File: config.mk
export PLATFORM = sky130hd
export DESIGN_NAME = pwmart_timer
export DESIGN_NICKNAME = d
export VERILOG_FILES = /design/src/rtl/pwmart_pkg.sv /design/src/rtl/pwmart_timer.sv
export SDC_FILE = /design/constraint.sdc
export NUM_CORES = 1
export LEC_CHECK = 0
export BUFFER_PORTS_ARGS = -buffer_cell sky130_fd_sc_hd__buf_2
export CORE_ASPECT_RATIO = 0.5
export CORE_MARGIN = 3
export CORE_UTILIZATION = 65
export CTS_BUF_LIST = sky130_fd_sc_hd__clkbuf_4 sky130_fd_sc_hd__clkbuf_8
export DETAILED_ROUTE_END_ITERATION = 6
export PLACE_DENSITY_LB_ADDON = 0.15
export SYNTH_ARGS = -nofsm -noshare
export SYNTH_HDL_FRONTEND = slang
export SYNTH_SLANG_ARGS = --single-unit
File: constraint.sdc
create_clock -name clk -period 4.3 [get_ports clk]
set_clock_uncertainty 0.1 [all_clocks]
set_input_delay 0.645 -clock clk [delete_from_list [all_inputs] [get_ports clk]]
set_output_delay 0.645 -clock clk [all_outputs]
set_load 0.005 [all_outputs]
File: src/rtl/pwmart_pkg.sv
package pwmart_pkg;

  // Register indices on the plain register port
  localparam logic [2:0] PWMART_CSR_ADDR   = 3'h0;
  localparam logic [2:0] PWMART_CAR_ADDR   = 3'h1;
  localparam logic [2:0] PWMART_ARR_ADDR   = 3'h2;
  localparam logic [2:0] PWMART_PWM_CTRL_REG_ADDR = 3'h3;
  localparam logic [2:0] PWMART_DCR0_ADDR  = 3'h4;
  localparam logic [2:0] PWMART_DCR1_ADDR  = 3'h5;

  // Control/status field positions
  localparam int PWMART_EXT_CLOCK_SELECT_BIT = 7;
  localparam int PWMART_CC_LSB   = 4;
  localparam int PWMART_TCE_BIT  = 3;
  localparam int PWMART_FORCE_RELOAD_BIT = 2;
  localparam int PWMART_OIE_BIT  = 1;
  localparam int PWMART_OVF_BIT  = 0;

  // PWM control field positions
  localparam int PWMART_OE_LSB = 4;
  localparam int PWMART_OP_LSB = 0;

  localparam logic [7:0] PWMART_RESET_BYTE = 8'h00;
  localparam logic [7:0] PWMART_COUNT_MAX  = 8'hFF;
  localparam logic [6:0] PWMART_PRESC_ZERO = 7'h00;

  typedef struct packed {
    logic [2:0] addr;
    logic [7:0] wdata;
    logic       wr;
    logic       rd;
  } pwmart_bus_t;

endpackage

File: src/rtl/pwmart_timer.sv
`timescale 1ns/1ps
// Overview of operation
// - Eight-bit counter advances once per prescaler output tick.
// - Counter access register reads or writes live counter while running.
// - Overflow reloads counter from reload value; prescaler untouched.
// - Seven-bit prescaler, three-bit select picks divide by 2^n.
// - Prescaler input is CPU clock or external input, by select bit.
// - Run bit clear freezes prescaler and counter; set lets them count.
// - Reset clears counter, prescaler, and selects CPU clock.
// - Force reload written with the run bit set, or counter access write, initialise counter, clear prescaler.
// - Hidden compare per channel copied from duty register at overflow.
// - Two PWM outputs, each with own push-pull output enable.
// - Shared period is 256 minus reload value counter clocks.
// - Overflow drives each output with duty above reload to the inverse of its polarity bit.
// - Counter equal to compare value restores the other level.
// - Reload zero gives 1/256 resolution; polarity gives 0 and 100%.
// - PWM generation stops during halt mode.
// - Overflow sets sticky flag; interrupt requested when enabled.
// - External clock makes it an event counter of 256 minus reload events.
// - Timer issues wake-up request out of wait and halt modes.
// - Duty 00h holds output at its polarity level; duty FFh reaches that level for one count only.
// - Force reload bit is write-only and reads back zero.
// - Reading control/status register clears the overflow flag.
module pwmart_timer
  import pwmart_pkg::*;
#(
  parameter int CH = 2
) (
  input  wire logic              clk,
  input  wire logic              resetn,
  input  wire pwmart_pkg::pwmart_bus_t bus,
  output logic [7:0]             rdata,
  input  wire logic              ext_clk_in,
  input  wire logic              halt_mode,
  output logic                   irq,
  output logic                   wakeup,
  output logic [CH-1:0]          pwm_out,
  output logic [CH-1:0]          pwm_oe
);
  import pwmart_pkg::*;

  // Address match, shared by write and read decoding
  function automatic logic addr_is(
    input pwmart_bus_t b,
    input logic [2:0]  a
  );
    return b.addr == a;
  endfunction

  // Control register state
  logic            ext_clock_select_q;
  logic            ext_clock_select_d;
  logic [2:0]      clock_divider_select_q;
  logic [2:0]      clock_divider_select_d;
  logic            counter_run_q;
  logic            counter_run_d;
  logic            overflow_irq_enable_q;
  logic            overflow_irq_enable_d;
  logic            overflow_flag_q;
  logic            overflow_flag_d;
  logic [7:0]      reload_value_q;
  logic [7:0]      reload_value_d;
  logic [CH-1:0]   pwm_output_enable_q;
  logic [CH-1:0]   pwm_output_enable_d;
  logic [CH-1:0]   pwm_polarity_q;
  logic [CH-1:0]   pwm_polarity_d;

  // Per-channel duty, hidden compare and level state
  logic [7:0]      duty_cycle_q [CH];
  logic [7:0]      duty_cycle_d [CH];
  logic [7:0]      compare_shadow_q [CH];
  logic [7:0]      compare_shadow_d [CH];
  logic [CH-1:0]   restored_q;
  logic [CH-1:0]   restored_d;

  // Counter and prescaler
  logic [7:0]      count_q;
  logic [7:0]      count_d;
  logic [6:0]      presc_q;
  logic [6:0]      presc_d;

  // Output registers
  logic [7:0]      rdata_q;
  logic [7:0]      rdata_d;
  logic [CH-1:0]   pwm_out_q;
  logic [CH-1:0]   pwm_out_d;
  logic [CH-1:0]   pwm_oe_q;
  logic [CH-1:0]   pwm_oe_d;
  logic            irq_q;
  logic            irq_d;
  logic            wakeup_q;
  logic            wakeup_d;

  // External input and halt are asynchronous: two-stage synchronisers
  logic [1:0]      ext_sync_q;
  logic [1:0]      ext_sync_d;
  logic [1:0]      halt_sync_q;
  logic [1:0]      halt_sync_d;
  logic            ext_prev_q;
  logic            ext_prev_d;

  // Bus decode
  wire             wr_csr   = bus.wr && addr_is(bus, PWMART_CSR_ADDR);
  wire             wr_car   = bus.wr && addr_is(bus, PWMART_CAR_ADDR);
  wire             wr_arr   = bus.wr && addr_is(bus, PWMART_ARR_ADDR);
  wire             wr_pwm_ctrl_reg = bus.wr && addr_is(bus, PWMART_PWM_CTRL_REG_ADDR);
  wire             rd_csr   = bus.rd && addr_is(bus, PWMART_CSR_ADDR);
  // Reload needs the run bit in the same write, else it is ignored
  wire             force_reload =
                     wr_csr && bus.wdata[PWMART_FORCE_RELOAD_BIT]
                     && bus.wdata[PWMART_TCE_BIT];

  // Input tick: one per CPU cycle, or per rising external edge
  wire             ext_rise = ext_sync_q[1] && !ext_prev_q;
  wire             in_tick  = ext_clock_select_q ? ext_rise : 1'b1;

  // Tap n fires when the low n prescaler bits are all ones
  wire  [7:0]      presc_ext  = {1'b1, presc_q};
  wire  [3:0]      tap_shift  = 4'd8 - {1'b0, clock_divider_select_q};
  wire  [7:0]      tap_mask   = 8'hFF >> tap_shift;
  wire             tap_hit    = ((presc_ext | ~tap_mask) == 8'hFF);
  wire             run_tick   = counter_run_q && in_tick;
  wire             cnt_tick   = run_tick && tap_hit;
  wire  [7:0]      count_next = count_q + 8'h01;
  wire  [6:0]      presc_next = presc_q + 7'h01;
  wire             overflow   = cnt_tick && (count_q == PWMART_COUNT_MAX);
  wire             halted     = halt_sync_q[1];
  wire             irq_level  = overflow_flag_q && overflow_irq_enable_q;

  // Read mux; force reload always reads as zero
  logic [7:0]      rd_mux;
  assign rd_mux =
    addr_is(bus, PWMART_CSR_ADDR) ?
      {ext_clock_select_q, clock_divider_select_q, counter_run_q,
       1'b0, overflow_irq_enable_q, overflow_flag_q} :
    addr_is(bus, PWMART_CAR_ADDR) ? count_q :
    addr_is(bus, PWMART_ARR_ADDR) ? reload_value_q :
    addr_is(bus, PWMART_PWM_CTRL_REG_ADDR) ?
      {2'b00, pwm_output_enable_q, 2'b00, pwm_polarity_q} :
    addr_is(bus, PWMART_DCR0_ADDR) ? duty_cycle_q[0] :
    addr_is(bus, PWMART_DCR1_ADDR) ? duty_cycle_q[CH-1] :
    PWMART_RESET_BYTE;

  // Synchroniser next values; only the second stage feeds logic
  assign ext_sync_d  = {ext_sync_q[0], ext_clk_in};
  assign halt_sync_d = {halt_sync_q[0], halt_mode};
  assign ext_prev_d  = ext_sync_q[1];

  always_ff @(posedge clk) begin
    if (!resetn) begin
      ext_sync_q  <= 2'b00;
      halt_sync_q <= 2'b00;
      ext_prev_q  <= 1'b0;
    end else begin
      ext_sync_q  <= ext_sync_d;
      halt_sync_q <= halt_sync_d;
      ext_prev_q  <= ext_prev_d;
    end
  end

  // Control register next values
  always_comb begin
    ext_clock_select_d     = ext_clock_select_q;
    clock_divider_select_d = clock_divider_select_q;
    counter_run_d          = counter_run_q;
    overflow_irq_enable_d  = overflow_irq_enable_q;
    reload_value_d         = reload_value_q;
    pwm_output_enable_d    = pwm_output_enable_q;
    pwm_polarity_d         = pwm_polarity_q;
    if (wr_csr) begin
      ext_clock_select_d     = bus.wdata[PWMART_EXT_CLOCK_SELECT_BIT];
      clock_divider_select_d = bus.wdata[PWMART_CC_LSB +: 3];
      counter_run_d          = bus.wdata[PWMART_TCE_BIT];
      overflow_irq_enable_d  = bus.wdata[PWMART_OIE_BIT];
    end
    if (wr_arr) begin
      reload_value_d = bus.wdata;
    end
    if (wr_pwm_ctrl_reg) begin
      pwm_output_enable_d = bus.wdata[PWMART_OE_LSB +: CH];
      pwm_polarity_d      = bus.wdata[PWMART_OP_LSB +: CH];
    end
  end

  always_ff @(posedge clk) begin
    if (!resetn) begin
      ext_clock_select_q     <= 1'b0;
      clock_divider_select_q <= 3'h0;
      counter_run_q          <= 1'b0;
      overflow_irq_enable_q  <= 1'b0;
    end else begin
      ext_clock_select_q     <= ext_clock_select_d;
      clock_divider_select_q <= clock_divider_select_d;
      counter_run_q          <= counter_run_d;
      overflow_irq_enable_q  <= overflow_irq_enable_d;
    end
  end

  always_ff @(posedge clk) begin
    if (!resetn) begin
      reload_value_q <= PWMART_RESET_BYTE;
    end else begin
      reload_value_q <= reload_value_d;
    end
  end

  always_ff @(posedge clk) begin
    if (!resetn) begin
      pwm_output_enable_q <= '0;
      pwm_polarity_q      <= '0;
    end else begin
      pwm_output_enable_q <= pwm_output_enable_d;
      pwm_polarity_q      <= pwm_polarity_d;
    end
  end

  // Overflow flag: a hardware set beats the read-clear in one cycle
  always_comb begin
    overflow_flag_d = overflow_flag_q;
    if (overflow) begin
      overflow_flag_d = 1'b1;
    end else if (rd_csr) begin
      overflow_flag_d = 1'b0;
    end
  end

  always_ff @(posedge clk) begin
    if (!resetn) begin
      overflow_flag_q <= 1'b0;
    end else begin
      overflow_flag_q <= overflow_flag_d;
    end
  end

  // Counter and prescaler next values; a bus load clears the prescaler
  always_comb begin
    count_d = count_q;
    presc_d = presc_q;
    if (wr_car) begin
      count_d = bus.wdata;
      presc_d = PWMART_PRESC_ZERO;
    end else if (force_reload) begin
      count_d = reload_value_q;
      presc_d = PWMART_PRESC_ZERO;
    end else if (run_tick) begin
      presc_d = presc_next;
      if (overflow) begin
        count_d = reload_value_q;
      end else if (cnt_tick) begin
        count_d = count_next;
      end
    end
  end

  always_ff @(posedge clk) begin
    if (!resetn) begin
      count_q <= PWMART_RESET_BYTE;
      presc_q <= PWMART_PRESC_ZERO;
    end else begin
      count_q <= count_d;
      presc_q <= presc_d;
    end
  end

  // Per-channel compare and output level
  genvar g;
  generate
    for (g = 0; g < CH; g++) begin : gen_ch
      wire duty_wr   = bus.wr && addr_is(bus, PWMART_DCR0_ADDR + 3'(g));
      wire shadow_ld = !halted && overflow;
      wire cmp_hit   = !halted && cnt_tick
                       && (count_next == compare_shadow_q[g]);
      // Duty at or below reload never goes active in the period
      wire never_act = (duty_cycle_q[g] <= reload_value_q);

      assign duty_cycle_d[g]     = duty_wr ? bus.wdata : duty_cycle_q[g];
      assign compare_shadow_d[g] = shadow_ld ? duty_cycle_q[g]
                                             : compare_shadow_q[g];

      // Frozen in halt, so the pin keeps its last level
      assign restored_d[g] = shadow_ld ? never_act :
                             cmp_hit   ? 1'b1 :
                             restored_q[g];

      // Polarity change shows at once, without waiting for overflow
      assign pwm_out_d[g] = restored_q[g] ? pwm_polarity_q[g]
                                          : ~pwm_polarity_q[g];
      assign pwm_oe_d[g]  = pwm_output_enable_q[g];
    end
  endgenerate

  always_ff @(posedge clk) begin
    if (!resetn) begin
      for (int i = 0; i < CH; i++) begin
        duty_cycle_q[i] <= PWMART_RESET_BYTE;
      end
    end else begin
      for (int i = 0; i < CH; i++) begin
        duty_cycle_q[i] <= duty_cycle_d[i];
      end
    end
  end

  always_ff @(posedge clk) begin
    if (!resetn) begin
      for (int i = 0; i < CH; i++) begin
        compare_shadow_q[i] <= PWMART_RESET_BYTE;
      end
    end else begin
      for (int i = 0; i < CH; i++) begin
        compare_shadow_q[i] <= compare_shadow_d[i];
      end
    end
  end

  always_ff @(posedge clk) begin
    if (!resetn) begin
      restored_q <= '0;
    end else begin
      restored_q <= restored_d;
    end
  end

  // Read data, interrupt and wake-up next values
  assign rdata_d  = bus.rd ? rd_mux : PWMART_RESET_BYTE;
  assign irq_d    = irq_level;
  assign wakeup_d = irq_level;

  // Every output leaves from a flip-flop
  always_ff @(posedge clk) begin
    if (!resetn) begin
      rdata_q <= PWMART_RESET_BYTE;
    end else begin
      rdata_q <= rdata_d;
    end
  end

  always_ff @(posedge clk) begin
    if (!resetn) begin
      irq_q <= 1'b0;
    end else begin
      irq_q <= irq_d;
    end
  end

  always_ff @(posedge clk) begin
    if (!resetn) begin
      wakeup_q <= 1'b0;
    end else begin
      wakeup_q <= wakeup_d;
    end
  end

  always_ff @(posedge clk) begin
    if (!resetn) begin
      pwm_out_q <= '0;
    end else begin
      pwm_out_q <= pwm_out_d;
    end
  end

  always_ff @(posedge clk) begin
    if (!resetn) begin
      pwm_oe_q <= '0;
    end else begin
      pwm_oe_q <= pwm_oe_d;
    end
  end

  assign rdata   = rdata_q;
  assign irq     = irq_q;
  assign wakeup  = wakeup_q;
  assign pwm_out = pwm_out_q;
  assign pwm_oe  = pwm_oe_q;

endmodule

* Word level (Yosys, flattened, before mapping)
Memories as Yosys holds them, arrays and structs flattened.
Cells that the tools add are included.
** Operators by class
- $add $sub $neg :: 3
- $mul :: 0
- Div/mod/pow operators :: 0
- $lt $le $gt $ge :: 2
- Equal/unequal tests :: 9
- Shift operators :: 1
- Muxes and demuxes :: 30
- Bitwise operators :: 10
- Reduce and logical (&&, ||, !) cells :: 30
** Operators with widths (count)
- two-way mux 8 bit :: 19
- logical AND 1 bit :: 18
- == test 8 bit :: 2
- == test 8 bit (second input constant) :: 2
- <= comparator 8 bit :: 2
- two-way mux 1 bit :: 11
- adder 8 x 1 -> 8 bit (second input constant) :: 1
- inverter 8 bit :: 1
- OR 8 bit :: 1
- right shift 8 x 4 -> 8 bit (first input constant) :: 1
- adder 7 x 1 -> 7 bit (second input constant) :: 1
- == test 3 x 2 -> 1 bit (second input constant) :: 2
- == test 3 bit (second input constant) :: 2
- nonzero test 2 bit :: 3
- OR reduction 3 bit :: 2
- inverter 1 bit :: 4
- OR 1 bit :: 4
- AND reduction 2 bit :: 2
- nonzero test 4 bit :: 1
- subtractor 4 x 3 -> 4 bit (first input constant) :: 1
- == test 3 x 1 -> 1 bit (second input constant) :: 1
- logical NOT 3 bit :: 1
- nonzero test 3 bit :: 1
- logical NOT 1 bit :: 2
** Storage, ports and cells
- Register bits :: 54
- Bits in latches :: 0
- Memory bits (writable) :: 32
- Bits in read-only memories :: 0
- Bits of input ports :: 17
- Output and inout port bits :: 14
- Word-level logic and storage cells :: 107
- Memories kept :: 2
** Memories
- compare_shadow_q :: words 2, width 8, read ports 2, clocked after memory_dff 0, write ports 2, RTL line pwmart_timer.sv:71 : logic [7:0] compare_shadow_q [CH];
- duty_cycle_q :: words 2, width 8, read ports 2, clocked after memory_dff 0, write ports 2, RTL line pwmart_timer.sv:69 : logic [7:0] duty_cycle_q [CH];

* Logic depth before layout (Yosys ltp)
- Depth after elaboration :: 11
- Gate-level depth with buffers :: 9
- Depth with buffers taken out :: 8

* Worst setup path before layout
OpenSTA, ideal clock, no wires.
- Path type :: input -> register
- Start :: input bus[12] (netlist bit)
- End :: register count_q[1]
- Library setup time :: 88 ps
- Arrival :: 2128 ps
- Data required time :: 4112 ps
- Slack :: 1984 ps
- Stages :: 7
- Buffers on the path :: 2
- Cells stage by stage :: buf_6 > or4b_4 > buf_6 > nor2_8 > a21oi_4 > mux2_4 > o32ai_2
** Between the ends
- Cells in the longest elaborated chain, start to end :: 6
- Elaborated cells on any way between the ends :: 11
- Classes of those cells :: eq/ne: 1; mux: 2; reduce/logical: 8
** RTL lines
- start: declaration :: RTL line pwmart_timer.sv:31 : input wire pwmart_pkg::pwmart_bus_t bus,
- logical NOT 3 bit :: RTL line pwmart_timer.sv:47 : return b.addr == a;
- logical AND 1 bit :: RTL line pwmart_timer.sv:103 : wire wr_csr = bus.wr && addr_is(bus, PWMART_CSR_ADDR);
- logical AND 1 bit :: RTL line pwmart_timer.sv:110 : wr_csr && bus.wdata[PWMART_FORCE_RELOAD_BIT]
- logical AND 1 bit :: RTL line pwmart_timer.sv:111 : && bus.wdata[PWMART_TCE_BIT];
- nonzero test 4 bit (no source line), or another cell as far along
- AND reduction 2 bit (no source line) or two-way mux 8 bit (tied branches)
- end signal: assignment :: RTL line pwmart_timer.sv:260 : count_q <= count_d;
- end: declaration :: RTL line pwmart_timer.sv:77 : logic [7:0] count_q;
Parallel ways exist; a longest one is shown, timed or not.
A chain may end at the register's enable or synchronous reset.

* Worst setup path after layout
- Start :: register clock_divider_select_q[1]
- End :: register restored_q[1]
** Between the ends
- Cells in the longest elaborated chain, start to end :: 9
- Elaborated cells on any way between the ends :: 12
- Classes of those cells :: add/sub: 1; eq/ne: 1; shift: 1; mux: 1; bitwise: 2; reduce/logical: 6
** RTL lines
- start: declaration :: RTL line pwmart_timer.sv:53 : logic [2:0] clock_divider_select_q;
- start signal: assignment :: RTL line pwmart_timer.sv:193 : clock_divider_select_q <= clock_divider_select_d;
- subtractor 4 x 3 -> 4 bit * :: RTL line pwmart_timer.sv:119 : wire [3:0] tap_shift = 4'd8 - {1'b0, clock_divider_select_q};
- right shift 8 x 4 -> 8 bit * :: RTL line pwmart_timer.sv:120 : wire [7:0] tap_mask = 8'hFF >> tap_shift;
- inverter 8 bit * :: RTL line pwmart_timer.sv:121 : wire tap_hit = ((presc_ext | ~tap_mask) == 8'hFF);
- OR 8 bit * :: RTL line pwmart_timer.sv:121
- == test 8 bit * :: RTL line pwmart_timer.sv:121
- logical AND 1 bit * :: RTL line pwmart_timer.sv:123 : wire cnt_tick = run_tick && tap_hit;
- logical AND 1 bit (on tied branches) :: RTL line pwmart_timer.sv:126, pwmart_timer.sv:271
- logical AND 1 bit (on tied branches) :: RTL line pwmart_timer.sv:270, pwmart_timer.sv:272
- two-way mux 1 bit or nonzero test 2 bit (tied branches)
- end signal: assignment :: RTL line pwmart_timer.sv:320 : restored_q <= restored_d;
- end: declaration :: RTL line pwmart_timer.sv:73 : logic [CH-1:0] restored_q;
Every way passes the cells marked *; elsewhere a longest branch is shown, timed or not.

==> run summary <==
Setup TNS: 0 ns. In this run the critical register-to-register path is launched from clock_divider_select_q[1]. The maximum fanout along the worst path is 20. The logs give 37.9% for the sequential fraction of the synthesis area and 606 for the count of placed standard cells including taps. The remaining design rule violation count came out at 0. The average instance in the mapped netlist occupies 8.81 µm². The die width was 124 µm. After floorplanning, the core was divided into 20 placement rows. In the synthesized netlist the dominant register cell turns out to be sky130_fd_sc_hd__dfxtp_1.

Power spread over the standard cell area amounts to 340 nW/µm². In this run the critical register-to-register path is captured at restored_q[1]. The clock tree synthesis step divided the H-tree into 3 levels. The measured slew at the worst slew-check pin came out at 1.11 ns.

For the total I/O pin count, the log shows 31. The largest total area in the synthesized netlist belongs to sky130_fd_sc_hd__dfxtp_1. The worst setup path is of the reg -> reg kind. In this run the post-CTS setup repair buffer count came out at 0. The wire-length estimate of the detail-placed layout is 8770 µm. The cell count after synthesis came out at 516. The die covers 8090 µm².

With fillers left out, the area of the finished cells amounts to 4920 µm². The worst path needs 2.79 ns of the cycle, external delays included. The flow ran to the end, and the final reports show no timing, DRC or antenna violations. Global routing used 31.1% of the available tracks. The remaining number of nets flagged by the antenna check after routing was 0. Across the run, the number of max-cap violations was 0. In the post-synthesis netlist, the cell with the most instances is sky130_fd_sc_hd__dfxtp_1. The peak supply drop is 0.213 mV, and the register-to-register setup slack is 1.51 ns. STA classifies the critical path startpoint as a flip-flop.

The maximum number of pins on one net before global-route repair came out at 80. The number of hold buffers added after CTS was 0. Summed over all layers, the global routing overflow is 0. In the post-synthesis netlist, the biggest area contributors are sky130_fd_sc_hd__dfxtp_1 (38%), sky130_fd_sc_hd__mux2i_1 (6.4%), sky130_fd_sc_hd__nand2_1 (5.7%). In this run the vertical extent of the chip is 65.1 µm.

STA puts the critical path data required time at 4.47 ns. The run gives 25.8% as the relative slew slack. TritonCTS built the clock tree. The maximum clock path buffer count is 2.

Once routing completed, OpenROAD measured the worst setup slack at 1.51 ns. Summing every instance area after synthesis gives 4540 µm². After floorplanning, the core was sized to cover 6410 µm².

The share of post-route cells with drive strength above 1 was 11.6%. Detailed routing inserted a total of 3,879 vias. Compared with the post-synthesis result, the final layout area differs by 8.34%. During placement, the flow inserted port buffers numbering 30. The routed design has 12,100 µm of wire. The met3 capacity usage during global routing was 9.66%; the detailed router's first-iteration violation count was 524. The clock net in this run drives a total of 86 sinks.

The busiest layer in global routing was met2. Based on the critical path, the design can be clocked at up to 359 MHz. Setup repair after global routing left no endpoint under its margin. In this run, synthesis produced a sequential element count of 86. The cell area reported after detailed placement came out at 4680 µm². The routed length per instance was 19.5 µm.

The most critical setup path has its endpoint at restored_q[1]. Setup violations remaining at the end of the flow were counted as 0. For the final count of hold timing violations, the log shows 0. The first global-routing pass estimated 19,500 µm of wire. The initial utilization of the core area, before any placement, comes to 70.9%.

Yosys printed 0 warnings. Sorting the synthesized cells by how often they occur yields sky130_fd_sc_hd__dfxtp_1 (86), sky130_fd_sc_hd__nand2_1 (69), sky130_fd_sc_hd__nor2b_1 (36). The length of the first detailed-routing pass in iterations came out at 6. The net count of the finished layout is 566. Of all flip-flops after synthesis, the portion carrying an async set or reset was 0%. The top cell type by area accounts for 37.9% of the synthesized area.

The cell depth of the worst flop-to-flop path is 9. For the number of buffers created by CTS, the log shows 9. The final critical path takes up 64.9% of the cycle.

The tree is rooted in a sky130_fd_sc_hd__clkbuf_8. The finished layout holds 622 standard cells, fillers aside. The synthesized design contains 0 enable-type register cells. Routability-driven placement finished with a final weighted congestion of 0.925. Summed over all cells, the static leakage comes to 1.86 nW.

The total power after layout is 0.00167 W, and the number of cells upsized or downsized after cts is 0. The met2 demand-to-capacity share in global routing came out at 48.2%. Before CTS, the worst setup slack after placement is 1.36 ns. The tools report the via count of the first global-routing pass as 3,696. Dividing the detail-routed via count by the number of cells gives 6.24. The clock transition at the registers of the reported paths is 0.09 ns, and the net count of the mapped netlist is 553. The final max-slew violation count was 0.

STA classifies the critical path endpoint as a flip-flop. The clock latency at the later pin of the worst-skew pair is 0.37 ns, and the number of fill cells in the layout is 475. The initial antenna violation count came out at 0. The run gives 2.96 ns as the data arrival time at the worst-slack endpoint. The run gives 0 as the diode insertion count for antenna repair. In this run the worst setup path begins at clock_divider_select_q[1].

Global routing used 42.3% of the available met1 tracks. Type of the most critical hold path: reg -> reg. Counting distinct cell types in the post-synthesis netlist gives 51.
## kinds of logic (layout without fill, tap and decap cells)
group / after synthesis / count (layout) / share of synthesized area (%)
and+or+nand+nor: 186 / 186 / 21.0
xor gates and xnor gates: 28 / 28 / 5.40
buffers and inverters: 46 / 64 / 4.43
muxes: 38 / 38 / 8.70
AOI/OAI and AO/OA: 112 / 112 / 17.1
DFF: 86 / 86 / 37.9
adders and majority gates: 20 / 20 / 5.51
## through the flow
stage / hold slack (ns) / utilization (%)
floorplan: 0.312 / -
global placement: 0.315 / 73.0
detailed placement: 0.328 / 73.0
CTS: 0.349 / 76.9
global route: 0.367 / 76.9
finish: 0.346 / 76.9
## flip-flops by register name, summed over array words and instances (netlist names)
register	flops
compare_shadow_q	16
duty_cycle_q	16
count_q	8
rdata	8
reload_value_q	8
presc_q	7
clock_divider_select_q	3
ext_sync_q	2
halt_sync_q	2
pwm_oe	2
pwm_oe_d	2
pwm_out	2
pwm_polarity_q	2
restored_q	2
counter_run_q	1
ext_clock_select_q	1
ext_prev_q	1
irq	1
overflow_flag_q	1
overflow_irq_enable_q	1
## layer usage
layer  up-vias  part of all wire (%)
met5         -                     0
met4         0                   2.3
met3        31                    11
met2       193                    42
met1      1825                    44
li1       1830                     -
## cell usage in the layout, fill, tap and decap left out, types with 8 or more instances in the layout
master	count
sky130_fd_sc_hd__a22oi_1	11
sky130_fd_sc_hd__nand4_1	8
sky130_fd_sc_hd__xnor2_1	18
sky130_fd_sc_hd__nor2b_1	36
sky130_fd_sc_hd__buf_2	30
sky130_fd_sc_hd__and2_1	12
sky130_fd_sc_hd__nand2_1	69
sky130_fd_sc_hd__mux2i_1	29
sky130_fd_sc_hd__mux2_2	8
sky130_fd_sc_hd__a21boi_0	24
sky130_fd_sc_hd__and3_1	8
sky130_fd_sc_hd__ha_1	20
sky130_fd_sc_hd__a21oi_1	16
sky130_fd_sc_hd__nand3_1	8
sky130_fd_sc_hd__xor2_1	10
sky130_fd_sc_hd__clkbuf_8	9
sky130_fd_sc_hd__inv_1	17
sky130_fd_sc_hd__o21ai_0	23
sky130_fd_sc_hd__nor2_1	24
sky130_fd_sc_hd__dfxtp_1	86
## layout make-up
type	instances	area, µm²	share of cell area, %
well taps	88	110	2.24
flip-flops and latches	86	1720	35.0
inverters	17	63.8	1.30
clock buffers	9	124	2.52
repair buffers	31	158	3.20
multi-input cells	384	2630	53.3
clock inverters	7	120	2.44
## report_power, final
part / internal (W) / total (W) / switching, W
combinational: 0.0000582 / 0.000146 / 0.0000876
sequential: 0.000810 / 0.000828 / 0.0000180
clock: 0.000389 / 0.000700 / 0.000311
## critical path, cell delays in order (launching register included)
cell                       delay (ns)
sky130_fd_sc_hd__dfxtp_1         0.42
sky130_fd_sc_hd__inv_1           0.10
sky130_fd_sc_hd__ha_1            0.31
sky130_fd_sc_hd__nor2_1          0.05
sky130_fd_sc_hd__o32ai_1         0.41
sky130_fd_sc_hd__a41oi_1         0.29
sky130_fd_sc_hd__nor3_2          0.22
sky130_fd_sc_hd__buf_4           0.34
sky130_fd_sc_hd__o311ai_0        0.25
sky130_fd_sc_hd__o311a_1         0.18
## worst min-delay path by stage
stage                     slack [ns]       endpoint  depth (start not counted)     startpoint
final                           0.35  ext_sync_q[1]                          1  ext_sync_q[0]
after CTS                       0.35  ext_sync_q[1]                          1  ext_sync_q[0]
after global routing            0.37  ext_sync_q[0]                          2     ext_clk_in
after global placement          0.31  ext_sync_q[1]                          1  ext_sync_q[0]
after detailed placement        0.33  ext_sync_q[1]                          1  ext_sync_q[0]
after floorplan                 0.31  ext_sync_q[1]                          1  ext_sync_q[0]
No activity file was read; power rests on OpenSTA's default activity.
